==> config.mk <==
export PLATFORM = sky130hd
export DESIGN_NAME = sce_socket_command_engine
export DESIGN_NICKNAME = d
export VERILOG_FILES = /design/src/hw/sce_pkg.sv /design/src/hw/sce_socket_command_engine.sv /design/src/hw/sce_dest_mem.sv
export SDC_FILE = /design/constraint.sdc
export NUM_CORES = 1
export LEC_CHECK = 0
export BUFFER_PORTS_ARGS = -buffer_cell sky130_fd_sc_hd__buf_2
export CAP_MARGIN = 25
export CORE_MARGIN = 1.5
export CORE_UTILIZATION = 35
export DETAILED_ROUTE_END_ITERATION = 12
export HOLD_SLACK_MARGIN = 0.12
export PLACE_DENSITY = 0.56
export SLEW_MARGIN = 5
export SYNTH_ARGS = -nofsm -noshare
export SYNTH_HDL_FRONTEND = slang
export SYNTH_SLANG_ARGS = --single-unit
==> constraint.sdc <==
create_clock -name clk_sys -period 5.5 [get_ports clk_sys]
set_input_delay 1.1 -clock clk_sys [delete_from_list [all_inputs] [get_ports clk_sys]]
set_output_delay 1.1 -clock clk_sys [all_outputs]
set_load 0.1 [all_outputs]
==> src/hw/sce_pkg.sv <==
// constants, encodings and types shared by the socket command engine
package sce_pkg;

   // ------------------------------------------------------------
   // widths
   // ------------------------------------------------------------
   localparam int ADDR_W = 6;
   localparam int DATA_W = 8;
   localparam int PTR_W = 16;
   localparam int DEST_IDX_W = 4;
   localparam int DEST_DEPTH = 12;

   // ------------------------------------------------------------
   // register offsets (16-bit values: high byte at the lower offset)
   // ------------------------------------------------------------
   localparam logic [5:0] OFS_PROTOCOL = 6'h00;
   localparam logic [5:0] OFS_COMMAND = 6'h01;
   localparam logic [5:0] OFS_EVENTS = 6'h02;
   localparam logic [5:0] OFS_STATE = 6'h03;
   localparam logic [5:0] OFS_DEST_HW = 6'h06;
   localparam logic [5:0] OFS_DEST_IP = 6'h0c;
   localparam logic [5:0] OFS_DEST_PORT = 6'h10;
   localparam logic [5:0] OFS_DEST_LAST = 6'h11;
   localparam logic [5:0] OFS_TX_FREE = 6'h20;
   localparam logic [5:0] OFS_TX_RD = 6'h22;
   localparam logic [5:0] OFS_TX_WR = 6'h24;
   localparam logic [5:0] OFS_RX_SIZE = 6'h26;
   localparam logic [5:0] OFS_RX_RD = 6'h28;
   localparam logic [5:0] OFS_RX_WR = 6'h2a;

   // ------------------------------------------------------------
   // fields and reset values
   // ------------------------------------------------------------
   localparam int PROTO_LSB = 0;
   localparam int PROTO_W = 4;
   localparam logic [7:0] RST_PROTOCOL = 8'h00;
   localparam logic [7:0] RST_COMMAND = 8'h00;
   localparam logic [7:0] RST_EVENTS = 8'h00;
   localparam logic [15:0] RST_PTR = 16'h0000;
   localparam int EV_CONNECT = 0;
   localparam int EV_DISCONNECT = 1;
   localparam int EV_RECEIVE = 2;
   localparam int EV_TIMEOUT = 3;
   localparam int EV_SEND_OK = 4;

   // ------------------------------------------------------------
   // protocol and command codes
   // ------------------------------------------------------------
   localparam logic [3:0] PROTO_CLOSED = 4'h0;
   localparam logic [3:0] PROTO_TCP = 4'h1;
   localparam logic [3:0] PROTO_UDP = 4'h2;
   localparam logic [3:0] PROTO_IPRAW = 4'h3;
   localparam logic [3:0] PROTO_MACRAW = 4'h4;
   localparam logic [3:0] PROTO_PPPOE = 4'h5;
   localparam logic [7:0] CMD_IDLE = 8'h00;
   localparam logic [7:0] CMD_OPEN = 8'h01;
   localparam logic [7:0] CMD_LISTEN = 8'h02;
   localparam logic [7:0] CMD_CONNECT = 8'h04;
   localparam logic [7:0] CMD_DISCONNECT = 8'h08;
   localparam logic [7:0] CMD_CLOSE = 8'h10;
   localparam logic [7:0] CMD_SEND = 8'h20;
   localparam logic [7:0] CMD_SEND_USER_HW = 8'h21;
   localparam logic [7:0] CMD_KEEP_ALIVE = 8'h22;
   localparam logic [7:0] CMD_RECEIVE_COMMIT = 8'h40;

   // ------------------------------------------------------------
   // types
   // ------------------------------------------------------------
   typedef enum logic [7:0] {
      ST_RELEASED = 8'h00,
      ST_TCP_READY = 8'h13,
      ST_AWAITING_PEER = 8'h14,
      ST_CONNECTED = 8'h17,
      ST_PEER_CLOSING = 8'h1c,
      ST_DATAGRAM_OPEN = 8'h22,
      ST_RAW_IP_OPEN = 8'h32,
      ST_RAW_FRAME_OPEN = 8'h42,
      ST_PPP_SESSION_OPEN = 8'h5f
   } sce_state_t;

   typedef enum logic [1:0] {
      PH_IDLE = 2'h0,
      PH_CONNECTING = 2'h1,
      PH_ACCEPTING = 2'h3,
      PH_CLOSING = 2'h2
   } sce_phase_t;

   typedef enum logic [2:0] {
      PK_NONE = 3'h0,
      PK_SYN = 3'h1,
      PK_SYNACK = 3'h2,
      PK_FIN = 3'h3,
      PK_RST = 3'h4,
      PK_KEEP = 3'h5,
      PK_DATA = 3'h6,
      PK_DATA_USER_HW = 3'h7
   } sce_pkt_t;

endpackage

==> src/hw/sce_socket_command_engine.sv <==
// per-socket command interpreter: decodes host commands, drives socket state
//
// Operation
// open sets state from protocol: tcp 13, udp 22, ipraw 32, macraw 42, ppp 5f
// listen, tcp only, moves tcp-ready to awaiting-peer
// accepted peer connection while listening gives connected and connect flag
// failed syn/ack delivery while listening sets timeout flag and releases
// syn to nonexistent port is answered by rst, state unchanged; no rst is sent when another packet request starts in the same cycle
// connect, tcp only, sends syn to stored destination address and port
// successful connect gives connected state and connect flag
// connect fails to released on resolve timeout, stream timeout or rst
// disconnect, tcp only, sends fin actively or in reply to peer fin
// after disconnect fin/ack releases; no reply sets timeout then releases
// rst from peer during communication always releases the socket
// close releases at once without sending anything
// send transmits everything between tx read and tx write pointer
// send with user hardware address, udp only, skips address resolution
// keep-alive sends one byte probe; no answer or ended link sets timeout
// receive commit applies host rx read pointer to received-size accounting
// accepted command is cleared to 00 while it may still run
// connect flag is set whenever a connection becomes established
// undefined or invalid command is cleared with no other effect
// host issues a command only after the previous one cleared
//
// Added by the designer: the placing of the registers and the strobed register port.
module sce_socket_command_engine #(
   parameter int TX_BUF_SIZE = 2048
) (
   // clock and reset
   input wire logic clk_sys,
   input wire logic nrst,
   // register port
   input wire logic [sce_pkg::ADDR_W-1:0] regAddr,
   input wire logic [sce_pkg::DATA_W-1:0] regWdata,
   input wire logic regWr,
   input wire logic regRd,
   output logic [sce_pkg::DATA_W-1:0] regRdata,
   // packet requests to the packet engine
   output logic pktReq,
   output sce_pkg::sce_pkt_t pktKind,
   output logic [sce_pkg::PTR_W-1:0] pktLen,
   input wire logic [sce_pkg::DEST_IDX_W-1:0] destSel,
   output logic [sce_pkg::DATA_W-1:0] destData,
   // events from the packet engine
   input wire logic peerSyn,
   input wire logic peerAck,
   input wire logic synAckRcvd,
   input wire logic rstRcvd,
   input wire logic finRcvd,
   input wire logic finAckRcvd,
   input wire logic resolveTimeout,
   input wire logic streamTimeout,
   input wire logic noPortSyn,
   input wire logic sendDone,
   input wire logic dataRcvd,
   input wire logic [sce_pkg::PTR_W-1:0] rxWritePtr,
   // status to the rest of the chip
   output sce_pkg::sce_state_t socketState,
   output logic [sce_pkg::DATA_W-1:0] socketEventFlags
);
   import sce_pkg::*;

   // ------------------------------------------------------------
   // helpers
   // ------------------------------------------------------------
   function automatic logic isDest(input logic [ADDR_W-1:0] a);
      return (a >= OFS_DEST_HW) && (a <= OFS_DEST_LAST);
   endfunction

   function automatic logic [DEST_IDX_W-1:0] destIdx(input logic [ADDR_W-1:0] a);
      logic [ADDR_W-1:0] d;
      d = a - OFS_DEST_HW;
      return d[DEST_IDX_W-1:0];
   endfunction

   // byte write into a 16-bit value, high byte at the base offset
   function automatic logic [PTR_W-1:0] putByte(input logic [PTR_W-1:0] v,
                                                 input logic lowHalf,
                                                 input logic [DATA_W-1:0] b);
      return lowHalf ? {v[15:8], b} : {b, v[7:0]};
   endfunction

   function automatic logic [DATA_W-1:0] getByte(input logic [PTR_W-1:0] v,
                                                 input logic lowHalf);
      return lowHalf ? v[7:0] : v[15:8];
   endfunction

   function automatic logic hits16(input logic [ADDR_W-1:0] a,
                                   input logic [ADDR_W-1:0] base);
      return a[ADDR_W-1:1] == base[ADDR_W-1:1];
   endfunction

   localparam logic [PTR_W-1:0] TX_SIZE = PTR_W'(TX_BUF_SIZE);

   // ------------------------------------------------------------
   // state
   // ------------------------------------------------------------
   logic [DATA_W-1:0] protocol_r, protocol_nxt;
   logic [DATA_W-1:0] cmd_r, cmd_nxt;
   logic [DATA_W-1:0] events_r, events_nxt;
   sce_state_t state_r, state_nxt;
   sce_phase_t phase_r, phase_nxt;
   logic sendBusy_r, sendBusy_nxt;
   logic probeBusy_r, probeBusy_nxt;
   logic [PTR_W-1:0] txWr_r, txWr_nxt;
   logic [PTR_W-1:0] txRd_r, txRd_nxt;
   logic [PTR_W-1:0] txSnap_r, txSnap_nxt;
   logic [PTR_W-1:0] rxRd_r, rxRd_nxt;
   logic [PTR_W-1:0] rxCommit_r, rxCommit_nxt;
   logic [PTR_W-1:0] rxSize_r, rxSize_nxt;
   logic pktReq_r, pktReq_nxt;
   sce_pkt_t pktKind_r, pktKind_nxt;
   logic [PTR_W-1:0] pktLen_r, pktLen_nxt;
   logic [DATA_W-1:0] rdData_r, rdData_nxt;
   logic memSel_r, memSel_nxt;
   logic [DATA_W-1:0] memRdata;
   logic [DATA_W-1:0] setMask;
   logic [DATA_W-1:0] clrMask;
   logic [PROTO_W-1:0] proto;
   logic isTcp;
   logic doClose;
   logic destWr;
   logic [PTR_W-1:0] txUsed;

   assign proto = protocol_r[PROTO_LSB +: PROTO_W];
   assign isTcp = (proto == PROTO_TCP);
   assign txUsed = txWr_r - txRd_r;
   assign destWr = regWr && isDest(regAddr);

   // ------------------------------------------------------------
   // destination address store
   // ------------------------------------------------------------
   sce_dest_mem #(
      .DATA_W(DATA_W),
      .DEPTH(DEST_DEPTH),
      .IDX_W(DEST_IDX_W)
   ) u_dest_mem (
      .clk_sys(clk_sys),
      .nrst(nrst),
      .wrEn(destWr),
      .wrIdx(destIdx(regAddr)),
      .wrData(regWdata),
      .rdIdxA(destIdx(regAddr)),
      .rdDataA(memRdata),
      .rdIdxB(destSel),
      .rdDataB(destData)
   );

   // ------------------------------------------------------------
   // command decode and socket sequencing
   // ------------------------------------------------------------
   always_comb begin
      state_nxt = state_r;
      phase_nxt = phase_r;
      sendBusy_nxt = sendBusy_r;
      probeBusy_nxt = probeBusy_r;
      txRd_nxt = txRd_r;
      txSnap_nxt = txSnap_r;
      rxCommit_nxt = rxCommit_r;
      cmd_nxt = cmd_r;
      pktKind_nxt = PK_NONE;
      pktLen_nxt = pktLen_r;
      setMask = '0;
      doClose = 1'b0;
      if (cmd_r != CMD_IDLE) begin
         // clear on accept
         cmd_nxt = CMD_IDLE;
         // invalid codes fall through
         case (cmd_r)
            CMD_OPEN: begin
               // state per protocol
               case (proto)
                  PROTO_TCP: state_nxt = ST_TCP_READY;
                  PROTO_UDP: state_nxt = ST_DATAGRAM_OPEN;
                  PROTO_IPRAW: state_nxt = ST_RAW_IP_OPEN;
                  PROTO_MACRAW: state_nxt = ST_RAW_FRAME_OPEN;
                  PROTO_PPPOE: state_nxt = ST_PPP_SESSION_OPEN;
                  default: begin
                  end
               endcase
               if (proto != PROTO_CLOSED && proto <= PROTO_PPPOE) begin
                  phase_nxt = PH_IDLE;
                  sendBusy_nxt = 1'b0;
                  probeBusy_nxt = 1'b0;
               end
            end
            CMD_LISTEN: begin
               // tcp ready only
               if (isTcp && state_r == ST_TCP_READY) begin
                  state_nxt = ST_AWAITING_PEER;
               end
            end
            CMD_CONNECT: begin
               // syn to destination
               if (isTcp && state_r == ST_TCP_READY && phase_r == PH_IDLE) begin
                  pktKind_nxt = PK_SYN;
                  phase_nxt = PH_CONNECTING;
               end
            end
            CMD_DISCONNECT: begin
               // active or passive fin
               if (isTcp && (state_r == ST_CONNECTED || state_r == ST_PEER_CLOSING)) begin
                  pktKind_nxt = PK_FIN;
                  phase_nxt = PH_CLOSING;
               end
            end
            CMD_CLOSE: begin
               // release, nothing sent
               doClose = 1'b1;
            end
            CMD_SEND: begin
               // whole tx window
               if (!sendBusy_r && (state_r == ST_CONNECTED || state_r == ST_PEER_CLOSING ||
                   state_r == ST_DATAGRAM_OPEN || state_r == ST_RAW_IP_OPEN ||
                   state_r == ST_RAW_FRAME_OPEN || state_r == ST_PPP_SESSION_OPEN)) begin
                  pktKind_nxt = PK_DATA;
                  pktLen_nxt = txUsed;
                  txSnap_nxt = txWr_r;
                  sendBusy_nxt = 1'b1;
               end
            end
            CMD_SEND_USER_HW: begin
               // udp, no resolution
               if (!sendBusy_r && proto == PROTO_UDP && state_r == ST_DATAGRAM_OPEN) begin
                  pktKind_nxt = PK_DATA_USER_HW;
                  pktLen_nxt = txUsed;
                  txSnap_nxt = txWr_r;
                  sendBusy_nxt = 1'b1;
               end
            end
            CMD_KEEP_ALIVE: begin
               // one-byte probe
               if (isTcp && state_r == ST_CONNECTED && !probeBusy_r) begin
                  pktKind_nxt = PK_KEEP;
                  pktLen_nxt = 16'h0001;
                  probeBusy_nxt = 1'b1;
               end else if (isTcp && (state_r == ST_RELEASED || state_r == ST_PEER_CLOSING)) begin
                  setMask[EV_TIMEOUT] = 1'b1;
               end
            end
            CMD_RECEIVE_COMMIT: begin
               // take host read pointer
               if (state_r != ST_RELEASED) begin
                  rxCommit_nxt = rxRd_r;
               end
            end
            default: begin
            end
         endcase
      end
      if (peerSyn && state_r == ST_AWAITING_PEER && phase_r == PH_IDLE) begin
         pktKind_nxt = PK_SYNACK;
         phase_nxt = PH_ACCEPTING;
      end
      // accepted while listening
      if (peerAck && phase_r == PH_ACCEPTING) begin
         state_nxt = ST_CONNECTED;
         phase_nxt = PH_IDLE;
         // connect flag
         setMask[EV_CONNECT] = 1'b1;
      end
      // client handshake done
      if (synAckRcvd && phase_r == PH_CONNECTING) begin
         state_nxt = ST_CONNECTED;
         phase_nxt = PH_IDLE;
         setMask[EV_CONNECT] = 1'b1;
      end
      if (finRcvd && state_r == ST_CONNECTED && phase_r == PH_IDLE) begin
         state_nxt = ST_PEER_CLOSING;
         setMask[EV_DISCONNECT] = 1'b1;
      end
      // fin/ack ends the close
      if (finAckRcvd && phase_r == PH_CLOSING) begin
         doClose = 1'b1;
      end
      if (dataRcvd) begin
         setMask[EV_RECEIVE] = 1'b1;
      end
      if (sendDone && sendBusy_r) begin
         sendBusy_nxt = 1'b0;
         txRd_nxt = txSnap_r;
         setMask[EV_SEND_OK] = 1'b1;
      end
      if (peerAck && probeBusy_r) begin
         probeBusy_nxt = 1'b0;
      end
      // stream timeout releases
      if (streamTimeout && (phase_r != PH_IDLE || probeBusy_r ||
          state_r == ST_AWAITING_PEER)) begin
         setMask[EV_TIMEOUT] = 1'b1;
         doClose = 1'b1;
      end
      // resolve timeout
      if (resolveTimeout && (phase_r == PH_CONNECTING || sendBusy_r)) begin
         setMask[EV_TIMEOUT] = 1'b1;
         sendBusy_nxt = 1'b0;
         if (phase_r == PH_CONNECTING) begin
            doClose = 1'b1;
         end
      end
      // peer reset releases
      if (rstRcvd && isTcp && state_r != ST_RELEASED) begin
         doClose = 1'b1;
      end
      if (doClose) begin
         state_nxt = ST_RELEASED;
         phase_nxt = PH_IDLE;
         sendBusy_nxt = 1'b0;
         probeBusy_nxt = 1'b0;
      end
      // rst for unknown port; a packet started this cycle keeps the slot
      if (noPortSyn && pktKind_nxt == PK_NONE) begin
         pktKind_nxt = PK_RST;
         pktLen_nxt = '0;
      end
      // new host command wins over the clear of the old one
      if (regWr && regAddr == OFS_COMMAND) begin
         cmd_nxt = regWdata;
      end
      clrMask = (regWr && regAddr == OFS_EVENTS) ? regWdata : '0;
      // set wins over write-one-to-clear
      events_nxt = (events_r & ~clrMask) | setMask;
      pktReq_nxt = (pktKind_nxt != PK_NONE);
      rxSize_nxt = rxWritePtr - rxCommit_nxt;
   end

   always_ff @(posedge clk_sys or negedge nrst) begin
      if (!nrst) begin
         cmd_r <= RST_COMMAND;
         events_r <= RST_EVENTS;
         state_r <= ST_RELEASED;
         phase_r <= PH_IDLE;
         sendBusy_r <= 1'b0;
         probeBusy_r <= 1'b0;
         txRd_r <= RST_PTR;
         txSnap_r <= RST_PTR;
         rxCommit_r <= RST_PTR;
         rxSize_r <= RST_PTR;
         pktReq_r <= 1'b0;
         pktKind_r <= PK_NONE;
         pktLen_r <= RST_PTR;
      end else begin
         cmd_r <= cmd_nxt;
         events_r <= events_nxt;
         state_r <= state_nxt;
         phase_r <= phase_nxt;
         sendBusy_r <= sendBusy_nxt;
         probeBusy_r <= probeBusy_nxt;
         txRd_r <= txRd_nxt;
         txSnap_r <= txSnap_nxt;
         rxCommit_r <= rxCommit_nxt;
         rxSize_r <= rxSize_nxt;
         pktReq_r <= pktReq_nxt;
         pktKind_r <= pktKind_nxt;
         pktLen_r <= pktLen_nxt;
      end
   end

   // ------------------------------------------------------------
   // host-written settings and read path
   // ------------------------------------------------------------
   always_comb begin
      protocol_nxt = protocol_r;
      txWr_nxt = txWr_r;
      rxRd_nxt = rxRd_r;
      if (regWr && regAddr == OFS_PROTOCOL) begin
         protocol_nxt = regWdata;
      end
      if (regWr && hits16(regAddr, OFS_TX_WR)) begin
         txWr_nxt = putByte(txWr_r, regAddr[0], regWdata);
      end
      if (regWr && hits16(regAddr, OFS_RX_RD)) begin
         rxRd_nxt = putByte(rxRd_r, regAddr[0], regWdata);
      end
      // unmapped and idle cycles read as zero
      rdData_nxt = '0;
      memSel_nxt = regRd && isDest(regAddr);
      if (regRd) begin
         if (regAddr == OFS_PROTOCOL) begin
            rdData_nxt = protocol_r;
         end else if (regAddr == OFS_COMMAND) begin
            rdData_nxt = cmd_r;
         end else if (regAddr == OFS_EVENTS) begin
            rdData_nxt = events_r;
         end else if (regAddr == OFS_STATE) begin
            rdData_nxt = state_r;
         end else if (hits16(regAddr, OFS_TX_FREE)) begin
            rdData_nxt = getByte(TX_SIZE - txUsed, regAddr[0]);
         end else if (hits16(regAddr, OFS_TX_RD)) begin
            rdData_nxt = getByte(txRd_r, regAddr[0]);
         end else if (hits16(regAddr, OFS_TX_WR)) begin
            rdData_nxt = getByte(txWr_r, regAddr[0]);
         end else if (hits16(regAddr, OFS_RX_SIZE)) begin
            rdData_nxt = getByte(rxSize_r, regAddr[0]);
         end else if (hits16(regAddr, OFS_RX_RD)) begin
            rdData_nxt = getByte(rxRd_r, regAddr[0]);
         end else if (hits16(regAddr, OFS_RX_WR)) begin
            rdData_nxt = getByte(rxWritePtr, regAddr[0]);
         end
      end
   end

   always_ff @(posedge clk_sys or negedge nrst) begin
      if (!nrst) begin
         protocol_r <= RST_PROTOCOL;
         txWr_r <= RST_PTR;
         rxRd_r <= RST_PTR;
         rdData_r <= '0;
         memSel_r <= 1'b0;
      end else begin
         protocol_r <= protocol_nxt;
         txWr_r <= txWr_nxt;
         rxRd_r <= rxRd_nxt;
         rdData_r <= rdData_nxt;
         memSel_r <= memSel_nxt;
      end
   end

   // ------------------------------------------------------------
   // outputs
   // ------------------------------------------------------------
   assign regRdata = memSel_r ? memRdata : rdData_r;
   assign pktReq = pktReq_r;
   assign pktKind = pktKind_r;
   assign pktLen = pktLen_r;
   assign socketState = state_r;
   assign socketEventFlags = events_r;

endmodule

==> src/hw/sce_dest_mem.sv <==
// small destination address store with two registered read ports
module sce_dest_mem #(
   parameter int DATA_W = 8,
   parameter int DEPTH = 12,
   parameter int IDX_W = 4
) (
   // clock and reset
   input wire logic clk_sys,
   input wire logic nrst,
   // write port
   input wire logic wrEn,
   input wire logic [IDX_W-1:0] wrIdx,
   input wire logic [DATA_W-1:0] wrData,
   // host read port
   input wire logic [IDX_W-1:0] rdIdxA,
   output logic [DATA_W-1:0] rdDataA,
   // engine read port
   input wire logic [IDX_W-1:0] rdIdxB,
   output logic [DATA_W-1:0] rdDataB
);

   logic [DATA_W-1:0] mem [DEPTH];

   // out-of-range indices read as zero
   always_ff @(posedge clk_sys) begin
      if (wrEn && (int'(wrIdx) < DEPTH)) begin
         mem[wrIdx] <= wrData;
      end
   end

   always_ff @(posedge clk_sys or negedge nrst) begin
      if (!nrst) begin
         rdDataA <= '0;
         rdDataB <= '0;
      end else begin
         rdDataA <= (int'(rdIdxA) < DEPTH) ? mem[rdIdxA] : '0;
         rdDataB <= (int'(rdIdxB) < DEPTH) ? mem[rdIdxB] : '0;
      end
   end

endmodule

# Word-level counts from Yosys, hierarchy flattened
# Memory sizes are Yosys's and may differ from the RTL's.
# Cells that the tools add are included.
# word_totals
register_bits	177
ramBits	96
in_bits	49
output_inout_bits	52
mem_count	1
# mem_list
name	words	word_bits	read_ports	rd_ports_with_merged_regs	wr	line	source
u_dest_mem.mem	12	8	2	0	1	sce_dest_mem.sv:22	logic [DATA_W-1:0] mem [DEPTH];
# classes
n_addsub	4
order_cmp	5
eq_ne	49
n_mux	94
bitwise_logic	4
n_reduce_logical	75
# ops
operator	count
8-bit two-way mux	29
16-bit two-way mux	10
16-bit case mux with 3 select lines	1
8-bit by 5-bit equality test with 1-bit output, second input constant	5
8-bit by 6-bit equality test with 1-bit output, second input constant	5
8-bit case mux with 5 select lines	1
1-bit logical AND	33
1-bit two-way mux	32
16-bit case mux with 2 select lines	1
16-bit subtractor	2
5-bit equality test, second input constant	6
8-bit by 7-bit equality test with 1-bit output, second input constant	3
6-bit != test, second input constant	4
2-bit two-way mux	9
3-bit two-way mux	6
8-bit case mux with 2 select lines	1
4-bit nonzero test	4
8-bit nonzero test	2
12-bit by 16-bit subtractor with 16-bit output, first input constant	1
5-bit != test, second input constant	3
3-bit case mux with 5 select lines	1
5-bit AND reduction	3
6-bit by 2-bit equality test with 1-bit output, second input constant	2
4-bit AND reduction	3
38 further kinds	64

# Longest topological paths before layout
# depth
ltp_word	15
ltp_mapped	17

# By module
# A second synthesis with hierarchy kept.
# hier_totals
hier_cells	1219
area_unflattened_um2	14616.5
# modules_own_cells
module	n_inst	cells_each	area_each_um2	seq_area_each_um2
sce_socket_command_engine	1	971	9663.0	4003.8
sce_dest_mem	1	248	4953.5	3283.1

# Least setup slack after synthesis
# OpenSTA, ideal clock, no wires.
# synth_timing
path_kind	register -> register
startpoint	register state_r[3] (netlist: socketState[3])
endpoint	register rxSize_r[14]
setup_time_ns	0.148
arrival_ns	4.413
setup_slack_ns	0.940
stages_incl_launch_ff	18
synth_period_minus_slack_ns	4.560
cell_sequence	dfrtp_1 > buf_4 > nor3_1 > and3_1 > nor2_1 > clkbuf_1 > mux2_2 > ha_1 > fa_1 > nor2b_1 > o21ai_0 > a21boi_0 > o21ai_0 > a21boi_0 > o2111ai_1 > nand3_1 > a211o_1 > o211ai_1
# synth_between
elab_chain_len	5
# synth_rtl
item	line	source
start, declared	sce_socket_command_engine.sv:101	sce_state_t state_r, state_nxt;
start signal, assigned	sce_socket_command_engine.sv:345	state_r <= state_nxt;
8-bit nonzero test	sce_socket_command_engine.sv:243	if (state_r != ST_RELEASED) begin
16-bit two-way mux	sce_socket_command_engine.sv:243	
16-bit two-way mux	sce_socket_command_engine.sv:169	case (cmd_r)
16-bit two-way mux	sce_socket_command_engine.sv:165	if (cmd_r != CMD_IDLE) begin
via rxCommit_nxt[0]	sce_socket_command_engine.sv:109	logic [PTR_W-1:0] rxCommit_r, rxCommit_nxt;
16-bit subtractor	sce_socket_command_engine.sv:324	rxSize_nxt = rxWritePtr - rxCommit_nxt;
via rxSize_nxt[14]	sce_socket_command_engine.sv:110	logic [PTR_W-1:0] rxSize_r, rxSize_nxt;
end signal, assigned	sce_socket_command_engine.sv:352	rxSize_r <= rxSize_nxt;
end, declared	sce_socket_command_engine.sv:110	
# The timed path passes the listed nets, and every way through them passes these cells.
# A chain may end at the register's enable or synchronous reset.

# Worst setup path after layout
# layout_timing
startpoint	register cmd_r[1]
endpoint	register rxSize_r[14]
# layout_between
elab_chain_len	4
elab_cells_between_ends	5
# layout_rtl
item	line	source
start, declared	sce_socket_command_engine.sv:99	logic [DATA_W-1:0] cmd_r, cmd_nxt;
start signal, assigned	sce_socket_command_engine.sv:343	cmd_r <= cmd_nxt;
8-bit by 7-bit equality test with 1-bit output	sce_socket_command_engine.sv:169	
16-bit two-way mux	sce_socket_command_engine.sv:169	
16-bit two-way mux *	sce_socket_command_engine.sv:165	
via rxCommit_nxt[0]	sce_socket_command_engine.sv:109	
16-bit subtractor *	sce_socket_command_engine.sv:324	
via rxSize_nxt[14]	sce_socket_command_engine.sv:110	
# The timed path passes the listed nets; every way through them passes the cells marked *.

==> metrics.md <==
| Metric | Value |
|---|---|
| Total Routing Usage GR | between 10% and 20% |
| Clock Tree Buf Depth | 3 |
| Final Cycle Share | about 78% |
| Buffers on Ports | 99 |
| Post-CTS setup buffers | 0 |
| Post-Syn Area per Cell | ~12 um^2 |
| Die width | 205 um |
| Register area | roughly 7300 um^2 |
| Vias in the first global route | ~10,000 |
| Syn-to-layout area delta | 14.1% |
| Hold Buf Count CTS | 0 |
| Leak | 6.88 nW |
| CORE AREA | between 30,000 and 40,000 um^2 |
| Routed vias/inst | 5.59 |
| Post-Syn Instances | about 1,200 |
| Average wire per standard cell | about 22 um |
| GPL Wtd Cong | between 0.8 and 0.9 |
| Layout Cells excl Fill | approximately 1,800 |
| Max-Cap Viols | 0 |
| Hold Path Class | in -> async |
| Starting Density | 35.7% |
| RSZ-0062 raised after global routing | false |
| CTS tree | yes |
| Final setup vio count | 0 |
| Post-synth top flop | dfrtp_1 |
| Worst Max-Slew Pin Slew | just over 0.9 ns |
| Clk sinks | 272 |
| Final HPWL DP | approximately 29,000 um |
| Post-synth EDFFs | 96 |
| Top Ports | about 100 |
| Synth unique cells | 84 |
| Antenna violations before repair | 2 |
| Sequential-to-total area share from yosys stat | between 50 and 60% |
| CP arrival | approximately 4.7 ns |
| DIE HEIGHT | 205 um |
| Synth async-reset ratio | ~65% |
| Slew margin rel. | between 30% and 40% |
| Crit path max fanout | 16 |
| Peak supply drop | 0.000223 V |
| Setup CP Type | reg -> reg |
| Critical Path RT | between 5 and 6 ns |
| Clock buffer count from CTS | 30 |
| Power Density | 318 nW/um^2 |
| Clock Latency Late Sink | around 0.57 ns |
| Setup TNS | 0 ns |
| Initial DRC Count | approximately 860 |
| Endpoints failing hold | 0 |
| Remaining antenna violation count | 0 |
| Count of pins over their slew limit | 0 |
| Cts repair resizes | 0 |
| Clock Skew | roughly 0.011 ns |
| Clk pin slew, worst setup/hold paths | around 0.060 ns |
| FP Rows | 73 |
| DRC | 0 |
| Total gr overflow | 0 |
| Syn. warnings | 0 |
| Synth Register Bits | approximately 270 |
| Area of the multi-input gates | 6540 um^2 |
| Fillcell total | roughly 3,800 |
| Post-Synthesis Cell Area | about 14,000 um^2 |
| Outcome | completed |
| Cell count after placement | between 1,500 and 2,000 |
| Clock root cell | clkbuf_16 |
| Layout cells sized above 1 | around a quarter |
| Critical Path Source Type | flip-flop |
| Routed WL | ~40,000 um |
| Vias | between 10,000 and 15,000 |
| DR pass1 iterations | 7 |
| Achievable Freq | approximately 230 MHz |
| Minimum clock period | 4.27 ns |
| Die Area | 41,900 um^2 |
| H-tree Lvls | 1 |
| Largest net degree at the start of global routing | 150 |
| Net count after synthesis | about 1,200 |
| Nets | 1,332 |
| First-pass GRT wire length | 61,600 um |
| Kind of end point of the critical path | flip-flop |
==> synthesized netlist by cell type, types with 26 or more instances <==
cell | n | area [um^2]
mux2_2 | 98 | 1100
clkbuf_1 | 42 | 158
o21ai_0 | 47 | 235
edfxtp_1 | 96 | 2880
a21oi_1 | 52 | 260
dfrtp_1 | 176 | 4400
nand2_1 | 71 | 267
mux2i_1 | 29 | 290
mux4_2 | 55 | 1240
nand3_1 | 26 | 130
ha_1 | 35 | 438
nor2_1 | 76 | 285
inv_1 | 47 | 176
==> cell families (layout without fill, tap and decap cells) <==
group / Yosys count / count (layout) / synth area share, %
fa+ha+maj: 37 / 37 / 3.35
flops: 272 / 272 / 51.1
mux: 182 / 182 / 18.5
buf+inv: 111 / 215 / 3.11
other cells: 1 / 3 / 0.0263
compound gates: 222 / 222 / 10.7
simple gates: 298 / 298 / 10.8
xor+xnor: 40 / 40 / 2.46
==> area by class of cell <==
class                           instances  area share (%)
Timing Repair Buffer                  113            3.95
Sequential cell                       272            44.8
Clock buffer                           46            5.55
Tap cell                              525            4.04
Clock inverter                          7           0.285
Antenna cell                            2          0.0308
Inverter                               49            1.13
Multi-Input combinational cell        780            40.2
==> power breakdown <==
part | total (W) | internal [W] | switching, W
combinational | 0.000971 | 0.000337 | 0.000634
clock | 0.00193 | 0.00113 | 0.000807
sequential | 0.00227 | 0.00218 | 0.0000829
total | 0.00517 | 0.00364 | 0.00152
==> worst paths after layout <==
check                      slack (ns)  depth (start not counted)               startpoint                    endpoint
setup / recovery                 1.23                         17     cmd_r[1]$_DFFE_PN0P_      rxSize_r[14]$_DFF_PN0_
hold / removal                   0.40                          1                     nrst  socketState[3]$_DFFE_PN0P_
setup reg to reg                 1.23                         17     cmd_r[1]$_DFFE_PN0P_      rxSize_r[14]$_DFF_PN0_
hold reg to reg                  0.50                          1  txSnap_r[2]$_DFFE_PN0P_       txRd_r[2]$_DFFE_PN0P_
max in group asynchronous        3.98                          2                     nrst       txRd_r[6]$_DFFE_PN0P_
min in group clk_sys             0.50                          1  txSnap_r[2]$_DFFE_PN0P_       txRd_r[2]$_DFFE_PN0P_
==> flip-flops by register name (all words and copies together), names as in the netlist, 16 cells and up <==
name            flops
txRd_r             16
rxRd_r             16
rxSize_r           16
pktLen             16
txSnap_r           16
txWr_r             16
rxCommit_r         16
u_dest_mem.mem     96
==> per-layer routing <==
metal / global-route usage [%] / up-vias / part of all wire (%)
met5: 0 / - / 0
met4: 5.20 / 0 / 2.0
met3: 3.25 / 51 / 6.6
met2: 30.0 / 339 / 46
met1: 27.9 / 5087 / 46
li1: - / 4543 / -
==> through the flow <==
stage	total power (W)	hold slack (ns)	setup WS (ns)	instance area, um^2	util, %
2_1_floorplan	0.00297	0.452	0.940	14300	-
3_3_place_gp	0.00326	0.476	1.19	15300	38.3
3_5_place_dp	0.00327	0.487	1.10	15300	38.3
4_1_cts	0.00521	0.392	1.25	16200	40.7
5_1_grt	0.00538	0.409	0.896	16300	40.7
6_report	0.00517	0.405	1.23	16300	40.8
==> worst max-delay path, stage by stage, from the launching register on <==
cell	delay (ns)
dfrtp_1	0.43
or3_1	0.41
nor2_1	0.19
nand2_1	0.08
nor2_1	0.13
buf_4	0.30
mux2_2	0.39
ha_1	0.21
fa_1	0.40
nor2b_1	0.12
o21ai_0	0.11
a21boi_0	0.28
o21ai_0	0.14
a21boi_0	0.34
o2111ai_1	0.19
nand3_1	0.15
a211o_1	0.15
o211ai_1	0.08
==> cell usage in the layout, fill, tap and decap left out, types with 13 or more instances in the layout <==
master	Yosys	routed
dfrtp_1	176	176
mux2_2	98	98
buf_2	6	97
edfxtp_1	96	96
nor2_1	76	76
nand2_1	71	71
mux4_2	55	55
a21oi_1	52	52
inv_1	47	47
o21ai_0	47	47
ha_1	35	35
clkbuf_16	0	32
mux2i_1	29	29
nand3_1	26	26
nor3_1	24	24
xnor2_1	24	24
xor2_1	16	15
a222oi_1	14	14
a22o_1	13	13
buf_4	3	13
Power figures use the tool's default switching activity.
